### config.mk
export PLATFORM = sky130hd
export DESIGN_NAME = tv_standard_control_regs
export DESIGN_NICKNAME = d
export VERILOG_FILES = /design/src/rtl/tv_std_pkg.sv /design/src/rtl/tv_standard_control_regs.sv
export SDC_FILE = /design/constraint.sdc
export NUM_CORES = 1
export LEC_CHECK = 0
export BUFFER_PORTS_ARGS = -buffer_cell sky130_fd_sc_hd__clkbuf_2
export CAP_MARGIN = 20
export CORE_MARGIN = 10
export CORE_UTILIZATION = 50
export CTS_BUF_LIST = sky130_fd_sc_hd__clkbuf_16
export DETAILED_ROUTE_END_ITERATION = 16
export PLACE_DENSITY = 0.85
export SLEW_MARGIN = 20
export SYNTH_ARGS = -nofsm -noshare
export SYNTH_HDL_FRONTEND = slang
export SYNTH_SLANG_ARGS = --single-unit
### constraint.sdc
create_clock -name i_clk -period 2.8 [get_ports i_clk]
set_input_delay 0.14 -clock i_clk [delete_from_list [all_inputs] [get_ports i_clk]]
set_output_delay 0.14 -clock i_clk [all_outputs]
set_load 0.02 [all_outputs]
### src/rtl/tv_std_pkg.sv
// constants, field layout and carrier types of the tv standard control registers
package tv_std_pkg;

    localparam int DATA_W = 12;
    localparam int ADDR_W = 10;

    // register indices; byte address is four times the index
    localparam logic [7:0] IDX_HUE = 8'h1c;
    localparam logic [7:0] IDX_CHROMA = 8'ha0;
    localparam logic [7:0] IDX_VLOCK = 8'he7;
    localparam logic [7:0] IDX_STDCTL = 8'hf2;
    localparam logic [7:0] IDX_STDSTAT = 8'hf3;

    // standard control word fields
    localparam int CTL_MANUAL_BIT = 0;
    localparam int CTL_STD_LSB = 1;
    localparam int CTL_LATCH_BIT = 4;
    localparam int CTL_SVIDEO_BIT = 5;
    localparam int CTL_THR_LSB = 6;

    // standard status word fields
    localparam int STAT_SUPP_BIT = 0;
    localparam int STAT_RUN_BIT = 1;
    localparam int STAT_STD_LSB = 2;
    localparam int STAT_NOVID_BIT = 5;
    localparam int STAT_CONF_LSB = 6;
    localparam int STAT_LINE_BIT = 10;

    // vertical lock control word fields
    localparam int VL_EN_BIT = 0;
    localparam int VL_LINES_LSB = 1;

    // common 3-bit standard encoding
    localparam logic [2:0] STD_PAL_BGHI = 3'h0;
    localparam logic [2:0] STD_NTSC_M = 3'h1;
    localparam logic [2:0] STD_SECAM = 3'h2;
    localparam logic [2:0] STD_NTSC_44 = 3'h3;
    localparam logic [2:0] STD_PAL_M = 3'h4;
    localparam logic [2:0] STD_PAL_N = 3'h5;
    localparam logic [2:0] STD_PAL_60 = 3'h6;
    localparam logic [2:0] STD_NTSC_COMB = 3'h7;

    // reset values
    localparam logic [3:0] RST_THRESHOLD = 4'hf;
    localparam logic [2:0] RST_STD = 3'h0;
    localparam logic [11:0] RST_HUE = 12'h000;
    localparam logic [11:0] RST_CHROMA = 12'h000;
    localparam logic [10:0] RST_VL_LINES = 11'h000;

    // chroma gain reference special values
    localparam logic [11:0] CHROMA_AUTO_GAIN_OFF = 12'h000;
    localparam logic [11:0] CHROMA_MIN_SAT = 12'h001;

    // recognition engine report
    typedef struct packed {
        logic active_video_suppressed;
        logic running;
        logic [2:0] std;
        logic no_video;
        logic [3:0] confidence;
    } recog_t;

    typedef enum logic [0:0] {BUS_IDLE, BUS_ACK} bus_state_t;

endpackage

### src/rtl/tv_standard_control_regs.sv
// tv standard selection, recognition status, vertical lock and colour registers
//
// What this block does
// - all standard fields share one 3-bit code covering eight standards
// - codes 000, 010, 101 are 625/50; the rest 525/60; 111 comb NTSC
// - control bit 0 picks automatic (0) or manual (1) standard choice
// - control bits 3..1 hold the manual standard code
// - control bit 4 written 1 together with bit 0 latches manual standard, then clears itself
// - control bit 5 picks composite (0) or separated luma/chroma (1) input
// - control bits 9..6 set search score threshold, default 1111
// - status bit 0 reports active video indicator suppressed (1) or enabled
// - status bit 1 reads 1 while recognition runs, 0 when idle
// - status bits 4..2 report the detected standard code
// - status bit 5 reads 1 when no video at selected input
// - status bits 9..6 report highest recognition confidence score
// - status bit 10 gives detected line standard, 1 means 625/50
// - vertical lock bit 0 enables vertical standard locking
// - vertical lock bits 11..1 hold expected lines per field
// - hue rotation is signed tint angle, 512 equals a quarter pi
// - chroma gain reference sets saturation; zero turns auto gain off
// - chroma gain reference of one gives minimal saturation, colour off
`timescale 1ns/10ps
module tv_standard_control_regs
    import tv_std_pkg::*;
(
    // clock and reset
    input wire logic i_clk,
    input wire logic i_rst_n,
    // avalon-mm slave
    input wire logic [ADDR_W-1:0] i_avs_address,
    input wire logic i_avs_read,
    input wire logic i_avs_write,
    input wire logic [31:0] i_avs_writedata,
    input wire logic [3:0] i_avs_byteenable,
    output logic [31:0] o_avs_readdata,
    output logic o_avs_waitrequest,
    // recognition engine report
    input wire recog_t i_recog,
    // standard selection
    output logic o_manual_sel,
    output logic [2:0] o_active_std,
    output logic o_active_line_625,
    output logic o_std_latch,
    output logic o_std_changed,
    output logic o_svideo_sel,
    output logic [3:0] o_score_threshold,
    output logic o_search_accept,
    // vertical locking
    output logic o_vlock_en,
    output logic [10:0] o_lines_per_field,
    // colour processing
    output logic [11:0] o_hue_rotation,
    output logic [11:0] o_chroma_gain_reference,
    output logic o_auto_chroma_gain_en,
    output logic o_colour_off
);

    typedef struct packed {
        bus_state_t bus;
        logic waitreq;
        logic [DATA_W-1:0] rdata;
        logic manual;
        logic [2:0] manual_std;
        logic [2:0] latched_std;
        logic latch_pulse;
        logic svideo;
        logic [3:0] thr;
        logic [2:0] active_std;
        logic line_625;
        logic std_change;
        logic accept;
        logic vl_en;
        logic [10:0] vl_lines;
        logic [11:0] hue;
        logic [11:0] chroma;
        logic auto_gain_en;
        logic colour_off;
    } state_t;

    state_t state_q;
    state_t state_d;

    // byte address of a register index
    function automatic logic hit(input logic [ADDR_W-1:0] addr, input logic [7:0] idx);
        hit = (addr == {idx, 2'b00});
    endfunction

    function automatic logic is_625(input logic [2:0] code);
        case (code)
            STD_PAL_BGHI: is_625 = 1'b1;
            STD_NTSC_M: is_625 = 1'b0;
            STD_SECAM: is_625 = 1'b1;
            STD_NTSC_44: is_625 = 1'b0;
            STD_PAL_M: is_625 = 1'b0;
            STD_PAL_N: is_625 = 1'b1;
            STD_PAL_60: is_625 = 1'b0;
            STD_NTSC_COMB: is_625 = 1'b0;
            default: is_625 = 1'b0;
        endcase
    endfunction

    // byte lanes 0 and 1 carry the 12-bit word
    function automatic logic [11:0] merge(input logic [11:0] old, input logic [31:0] wd,
                                          input logic [3:0] be);
        logic [11:0] r;
        r = old;
        if (be[0]) begin
            r[7:0] = wd[7:0];
        end
        if (be[1]) begin
            r[11:8] = wd[11:8];
        end
        merge = r;
    endfunction

    logic [11:0] status_word;
    logic [11:0] ctl_word;
    logic [11:0] vl_word;
    logic [2:0] applied_std;
    logic auto_ok;

    always_comb begin
        status_word = 12'h000;
        status_word[STAT_SUPP_BIT] = i_recog.active_video_suppressed;
        status_word[STAT_RUN_BIT] = i_recog.running;
        status_word[STAT_STD_LSB +: 3] = i_recog.std;
        status_word[STAT_NOVID_BIT] = i_recog.no_video;
        status_word[STAT_CONF_LSB +: 4] = i_recog.confidence;
        status_word[STAT_LINE_BIT] = is_625(i_recog.std);
    end

    always_comb begin
        state_d = state_q;
        state_d.latch_pulse = 1'b0;
        state_d.std_change = 1'b0;
        ctl_word = 12'h000;
        vl_word = 12'h000;

        case (state_q.bus)
            BUS_IDLE: begin
                // answer one cycle after the request is seen
                if (i_avs_read || i_avs_write) begin
                    state_d.bus = BUS_ACK;
                    state_d.waitreq = 1'b0;
                    state_d.rdata = 12'h000;
                    if (i_avs_read) begin
                        if (hit(i_avs_address, IDX_HUE)) begin
                            state_d.rdata = state_q.hue;
                        end else if (hit(i_avs_address, IDX_CHROMA)) begin
                            state_d.rdata = state_q.chroma;
                        end else if (hit(i_avs_address, IDX_STDSTAT)) begin
                            state_d.rdata = status_word;
                        end
                    end
                end
            end
            BUS_ACK: begin
                // write lands at the edge that samples waitrequest low
                state_d.bus = BUS_IDLE;
                state_d.waitreq = 1'b1;
                if (i_avs_write) begin
                    if (hit(i_avs_address, IDX_HUE)) begin
                        state_d.hue = merge(state_q.hue, i_avs_writedata, i_avs_byteenable);
                    end
                    if (hit(i_avs_address, IDX_CHROMA)) begin
                        state_d.chroma = merge(state_q.chroma, i_avs_writedata,
                                               i_avs_byteenable);
                    end
                    if (hit(i_avs_address, IDX_VLOCK)) begin
                        vl_word = merge({state_q.vl_lines, state_q.vl_en},
                                        i_avs_writedata, i_avs_byteenable);
                        state_d.vl_en = vl_word[VL_EN_BIT];
                        state_d.vl_lines = vl_word[VL_LINES_LSB +: 11];
                    end
                    if (hit(i_avs_address, IDX_STDCTL)) begin
                        // reserved bits 11..10 are dropped, software keeps them zero
                        ctl_word = merge({2'b00, state_q.thr, state_q.svideo, 1'b0,
                                          state_q.manual_std, state_q.manual},
                                         i_avs_writedata, i_avs_byteenable);
                        state_d.manual = ctl_word[CTL_MANUAL_BIT];
                        state_d.manual_std = ctl_word[CTL_STD_LSB +: 3];
                        state_d.svideo = ctl_word[CTL_SVIDEO_BIT];
                        state_d.thr = ctl_word[CTL_THR_LSB +: 4];
                        // strobe is never stored, so it reads back as cleared
                        if (ctl_word[CTL_LATCH_BIT] && ctl_word[CTL_MANUAL_BIT]) begin
                            state_d.latched_std = ctl_word[CTL_STD_LSB +: 3];
                            state_d.latch_pulse = 1'b1;
                        end
                    end
                end
            end
            default: begin
                state_d.bus = BUS_IDLE;
                state_d.waitreq = 1'b1;
            end
        endcase

        // automatic result only taken when recognition settled at or above threshold
        auto_ok = !i_recog.running && !i_recog.no_video
                  && (i_recog.confidence >= state_q.thr);
        state_d.accept = auto_ok;
        applied_std = state_q.active_std;
        if (state_q.manual) begin
            applied_std = state_q.latched_std;
        end else if (auto_ok) begin
            applied_std = i_recog.std;
        end
        state_d.active_std = applied_std;
        state_d.line_625 = is_625(applied_std);
        state_d.std_change = (applied_std != state_q.active_std);

        state_d.auto_gain_en = (state_q.chroma != CHROMA_AUTO_GAIN_OFF);
        state_d.colour_off = (state_q.chroma == CHROMA_MIN_SAT);
    end

    always_ff @(posedge i_clk or negedge i_rst_n) begin
        if (!i_rst_n) begin
            state_q.bus <= BUS_IDLE;
            state_q.waitreq <= 1'b1;
            state_q.rdata <= 12'h000;
            state_q.manual <= 1'b0;
            state_q.manual_std <= RST_STD;
            state_q.latched_std <= RST_STD;
            state_q.latch_pulse <= 1'b0;
            state_q.svideo <= 1'b0;
            state_q.thr <= RST_THRESHOLD;
            state_q.active_std <= RST_STD;
            state_q.line_625 <= 1'b1;
            state_q.std_change <= 1'b0;
            state_q.accept <= 1'b0;
            state_q.vl_en <= 1'b0;
            state_q.vl_lines <= RST_VL_LINES;
            state_q.hue <= RST_HUE;
            state_q.chroma <= RST_CHROMA;
            state_q.auto_gain_en <= 1'b0;
            state_q.colour_off <= 1'b0;
        end else begin
            state_q <= state_d;
        end
    end

    assign o_avs_readdata = {20'h00000, state_q.rdata};
    assign o_avs_waitrequest = state_q.waitreq;
    assign o_manual_sel = state_q.manual;
    assign o_active_std = state_q.active_std;
    assign o_active_line_625 = state_q.line_625;
    assign o_std_latch = state_q.latch_pulse;
    assign o_std_changed = state_q.std_change;
    assign o_svideo_sel = state_q.svideo;
    assign o_score_threshold = state_q.thr;
    assign o_search_accept = state_q.accept;
    assign o_vlock_en = state_q.vl_en;
    assign o_lines_per_field = state_q.vl_lines;
    assign o_hue_rotation = state_q.hue;
    assign o_chroma_gain_reference = state_q.chroma;
    assign o_auto_chroma_gain_en = state_q.auto_gain_en;
    assign o_colour_off = state_q.colour_off;

endmodule

Word-level counts from Yosys, hierarchy flattened

Memories as Yosys holds them, arrays and structs flattened. A register that Yosys moved wholly into a read port is not among the register bits.
Cells that the tools add are included.

Output and inout port bits: 84
Register bits: 70
Word-level logic and storage cells: 71
Memories: 2
Bits in read-only memories: 16

Multiplexer cells: 17
$lt $le $gt $ge: 1
Eq/ne operators: 9
Reduce and logical (&&, ||, !) cells: 19
Bitwise gates (word level): 1

Memories:

| name             | depth | bits a word | read ports | clocked after Yosys merged registers in | wr ports | RTL line                       | RTL |
|---|---|---|---|---|---|---|---|
| (name not given) | 8     | 1           | 1          | 1                                       | 0        | tv_standard_control_regs.sv:89 | `case (code)` |
| (name not given) | 8     | 1           | 1          | 0                                       | 0        | tv_standard_control_regs.sv:89 |  |

Operator list:

| operator             | count |
|---|---|
| $eq 10x10->1 const B | 4 |
| $mux 12              | 3 |
| $reduce_and 4->1     | 9 |
| $mux 8               | 4 |
| $mux 6               | 3 |
| $mux 14              | 1 |
| $eq 12x1->1 const B  | 1 |
| $reduce_bool 12->1   | 1 |
| $mux 11              | 1 |
| $eq 10x7->1 const B  | 1 |
| $mux 3               | 2 |
| $ge 4x4->1           | 1 |
| $ne 4x4->1 const B   | 1 |
| $pmux 2 s2           | 1 |
| $logic_and 1x1->1    | 3 |
| $logic_not 1->1      | 3 |
| $ne 3x3->1           | 1 |
| $reduce_and 3->1     | 1 |
| $mux 2               | 1 |
| $ne 2x2->1 const B   | 1 |
| $reduce_and 2->1     | 1 |
| $logic_or 1x1->1     | 1 |
| $mux 1               | 1 |
| $not 1->1            | 1 |

Logic depth before layout (Yosys ltp)

Depth after elaboration: 9
Mapped depth: 9
Gate-level depth less buffers: 9

Worst setup path before layout

OpenSTA, ideal clock, no wires.

Path kind: reg-to-reg
Start point: register state_q (netlist bit o_score_threshold[0])
End point: register state_q (netlist bit o_std_changed)
Required time: 2.710 ns
Setup slack: 0.690 ns
Stages on the path, launching flop included: 9
Setup time: 0.090 ns
Period minus slack after synthesis: 2.110 ns
Buffers on the path: 0
Arrival: 2.020 ns
Cell sequence: dfstp_2 > ha_1 > nand2b_1 > a2111oi_0 > or2_2 > inv_1 > a22oi_1 > a21oi_1 > o221ai_1

RTL lines:

| element                | RTL line                        | RTL |
|---|---|---|
| from (decl)            | tv_standard_control_regs.sv:80  | `state_t state_q;` |
| from (signal assigned) | tv_standard_control_regs.sv:238 | `state_q <= state_d;` |

==> results.txt <==
----------------------------------------------------
[Outcome]
  Status ... finished, final reports clean

[Worst setup path]
  Origin of the critical flop-to-flop path ... o_score_threshold[0]
  Maximum fanout along the worst path ... 5
  Crit Path Class ... flop to flop
  R2r worst-path depth ... 9
  Max incr delay on CP ... 0.54 ns
  Arrival time worst endpoint ... 2.81 ns
  Slowest library cell on the worst path ... dfstp_2
  Internal reg-to-reg setup slack ... 0.24 ns
  Kind of capture point of the worst setup path ... flop
  Endpoint required time on the critical path ... 3.04 ns
  Endpoint of the most critical register-to-register path ... o_std_changed
  CP startpoint kind ... flop
  Cell Chain, Critical Path ... ha_1 > nand2b_1 > a2111oi_0 > buf_4 > or2_2 > inv_1 > a22oi_1 > a21oi_1 > o221ai_1

[Job]
  Max capacitance violation total ... 0

[Hold path]
  Hold/Removal Path Class ... primary input to flop
  Startpoint of the most critical hold path ... i_avs_writedata[10]
  Destination of the worst hold path ... o_lines_per_field[9]
  Worst hold path cell count ... 2

[STA]
  Share of the cycle needed by the critical path after routing ... 0.916
  Sum of negative setup slack ... 0 ns
  Unrepaired setup endpoints after global routing ... no
  Hold violation total from the final report ... 0
  Tightest Pin Transition ... 1.02 ns
  Setup skew after layout ... 0.00356 ns
  Total setup violations reported at the end of the flow ... 0
  Shortest period the worst path allows ... 2.56 ns
  Count of pins over their slew limit ... 0
  Worst hold-check slack ... 0.0808 ns
  Max-slew headroom at the worst pin ... 0.321
  Max Freq ... 390 MHz

[Die]
  Core Box Area ... 0.00733 mm2
  Standard-cell rows ... 31
  Die boundary height ... 107 um
  Die Outline Area ... 0.0115 mm2
  Initial Utilization ... 0.520
  Io pins ... 144
  Die boundary width ... 107 um

[Drt]
  Detailed Route Iter0 Violations ... 199
  Total routed wirelength ... 10,000 um
  Post-DRT Antenna Nets ... 0
  Via count ... 2,770
  DRC errors left ... 0
  Average via count per standard cell ... 5.30
  Pre-Repair DR Iteration Count ... 4
  Routed length per instance ... 19.2 um

[Global routing]
  Pin count of the biggest net entering global routing ... 72
  Initial antenna violation count ... 0
  Remaining global-route overflow ... 0
  Via count of the first global-routing pass ... 2,889
  Global-route total usage across every layer ... 0.172
  Wire length of the first global-routing pass ... 15,500 um

[Placed design]
  Half-perimeter wire length after placement ... 7690 um
  Count of input and output buffers ... 101
  Placer congestion estimate ... 0.837

[Cells and area]
  Count of inserted antenna diode cells ... 0
  Layout net count ... 483
  Most common cell after layout, fill and taps aside ... clkbuf_2
  Commonest cells after routing, fill and taps aside ... 100 x clkbuf_2, 65 x dfrtp_1, 44 x mux2_2, 33 x nand2_1, 29 x o21ai_0
  Layout-stage area growth over the synthesis result ... 12.1%
  # fillers ... 643
  Fraction of layout cells with a size suffix above 1 ... 0.425

[Power and ir drop]
  Cell leakage power ... 2.18 nW
  Areal power density over the cells ... 564 mW/mm2
  Peak VDD IR ... 0.000357 V

[Synth]
  Sequential element share of the synthesized area ... 0.468
  Unique cell type count in the Yosys netlist ... 41
  Total of warnings raised by yosys ... 0
  Post-Synthesis Mean Instance Area ... 10.5 um2
  Post-Syn Instances ... 364
  Number of synthesized register bits ... 71
  Area of the mapped netlist ... 0.00381 mm2

[CTS]
  Number of buffers on the longest clock path ... 2
  Clk Tree Root Cell ... clkbuf_16
  Clock tree from TritonCTS ... done
  Number of buffers created by CTS ... 9
  Post-cts resize count ... 0
  TritonCTS Sinks ... 71
  Hold-fix buffers, CTS ... 1
  H-tree depth reported by CTS ... 3
  Clock transition at the registers of the reported paths ... 0.06 ns
  Insertion delay to the later sink of the worst-skew pair ... 0.33 ns
  Post-CTS setup-driven buffer insertion count ... 0

----------------------------------------------------
stage by stage:
| stage | instance area (um2) | total power, mW | utilization | cells | setup slack, ns |
|---|---|---|---|---|---|
| after floorplan | 3890 | 1.25 | - | 383 | 0.690 |
| after global placement | 3980 | 1.32 | 0.543 | 506 | 0.369 |
| after detailed placement | 3980 | 1.33 | 0.543 | 506 | 0.307 |
| after CTS | 4280 | 2.44 | 0.584 | 523 | 0.264 |
| after global routing | 4280 | 2.51 | 0.584 | 523 | 0.0692 |
| final | 4280 | 2.41 | 0.584 | 523 | 0.237 |
cell families after synthesis:
group | after synthesis | synth area share
and+or+nand+nor | 77 | 0.109
xor gates and xnor gates | 4 | 0.00919
buffers and inverters | 93 | 0.166
AOI/OAI and AO/OA | 67 | 0.0964
other | 1 | 0.000983
muxes | 47 | 0.138
DFF | 71 | 0.468
adders and majority gates | 4 | 0.0131
critical path, delay by kind of cell (launching register included):
kind,cells,cell delay [ns]
compound gates,4,1.11
flops,1,0.54
simple gates,2,0.31
buf+inv,2,0.30
fa+ha+maj,1,0.22
how the worst max path moves through the flow:
stage,start,slack [ns],cells past startpoint,endpoint
after floorplan,o_score_threshold[0],0.69,8,o_std_changed
after detailed placement,o_score_threshold[0],0.31,9,o_std_changed
after global placement,o_score_threshold[0],0.37,9,o_std_changed
after CTS,o_score_threshold[0],0.26,9,o_std_changed
final,o_score_threshold[0],0.24,9,o_std_changed
after global routing,o_score_threshold[0],0.07,9,o_std_changed
per-layer routing:
layer	up-vias	global-route usage	part of all wire
met1	1354	0.198	0.39
met2	123	0.283	0.49
met3	14	0.0701	0.10
li1	1279	-	-
met5	-	0	0
met4	0	0.0611	0.016
where the power goes:
| group | internal (mW) | switching [mW] | total [mW] |
|---|---|---|---|
| Sequential | 1.05 | 0.0199 | 1.07 |
| Clock | 0.681 | 0.420 | 1.10 |
| Combinational | 0.0774 | 0.161 | 0.238 |
cells in the mapped netlist (all sizes together):
cell type  count  share of area
o21a           2         0.0039
xnor2          3         0.0069
a2111oi        1         0.0023
nand3          5         0.0066
dfrtp         65           0.43
o211ai         2         0.0039
a32oi          1         0.0023
nor2          12          0.017
mux2          44           0.13
nand2         33          0.032
o21ai         29          0.038
nor3           6         0.0092
a21oi         27          0.035
o311a          1         0.0026
a22oi          1         0.0020
buf           75           0.15
ha             4          0.013
o21bai         1         0.0020
nand3b         4          0.011
xor2           1         0.0023
nand4          2         0.0033
inv            9         0.0089
or4            3         0.0079
or2            2         0.0033
nand2b         3         0.0049
clkbuf         9         0.0089
nor2b          2         0.0033
o221ai         1         0.0023
mux2i          3         0.0079
o22ai          1         0.0016
dfstp          6          0.041
conb           1        0.00098
nor4           3         0.0049
or3            1         0.0016
and4bb         1         0.0033
registers in the layout, indices dropped and copies added, names as in the netlist, 3 cells and up:
register / cells
state_q: 7
o_chroma_gain_reference: 12
o_avs_readdata: 12
o_active_std: 3
o_lines_per_field: 11
o_score_threshold: 4
o_hue_rotation: 12
area by class of cell:
| cell class | count | area (um2) | share of cell area |
|---|---|---|---|
| repair buffers | 109 | 581 | 0.136 |
| clock buffers | 9 | 225 | 0.0526 |
| well taps | 99 | 124 | 0.0290 |
| multi-input cells | 219 | 1470 | 0.343 |
| flip-flops and latches | 71 | 1780 | 0.417 |
| inverters | 9 | 33.8 | 0.00790 |
| clock inverters | 7 | 62.6 | 0.0146 |
No activity file was read; power rests on OpenSTA's default activity.
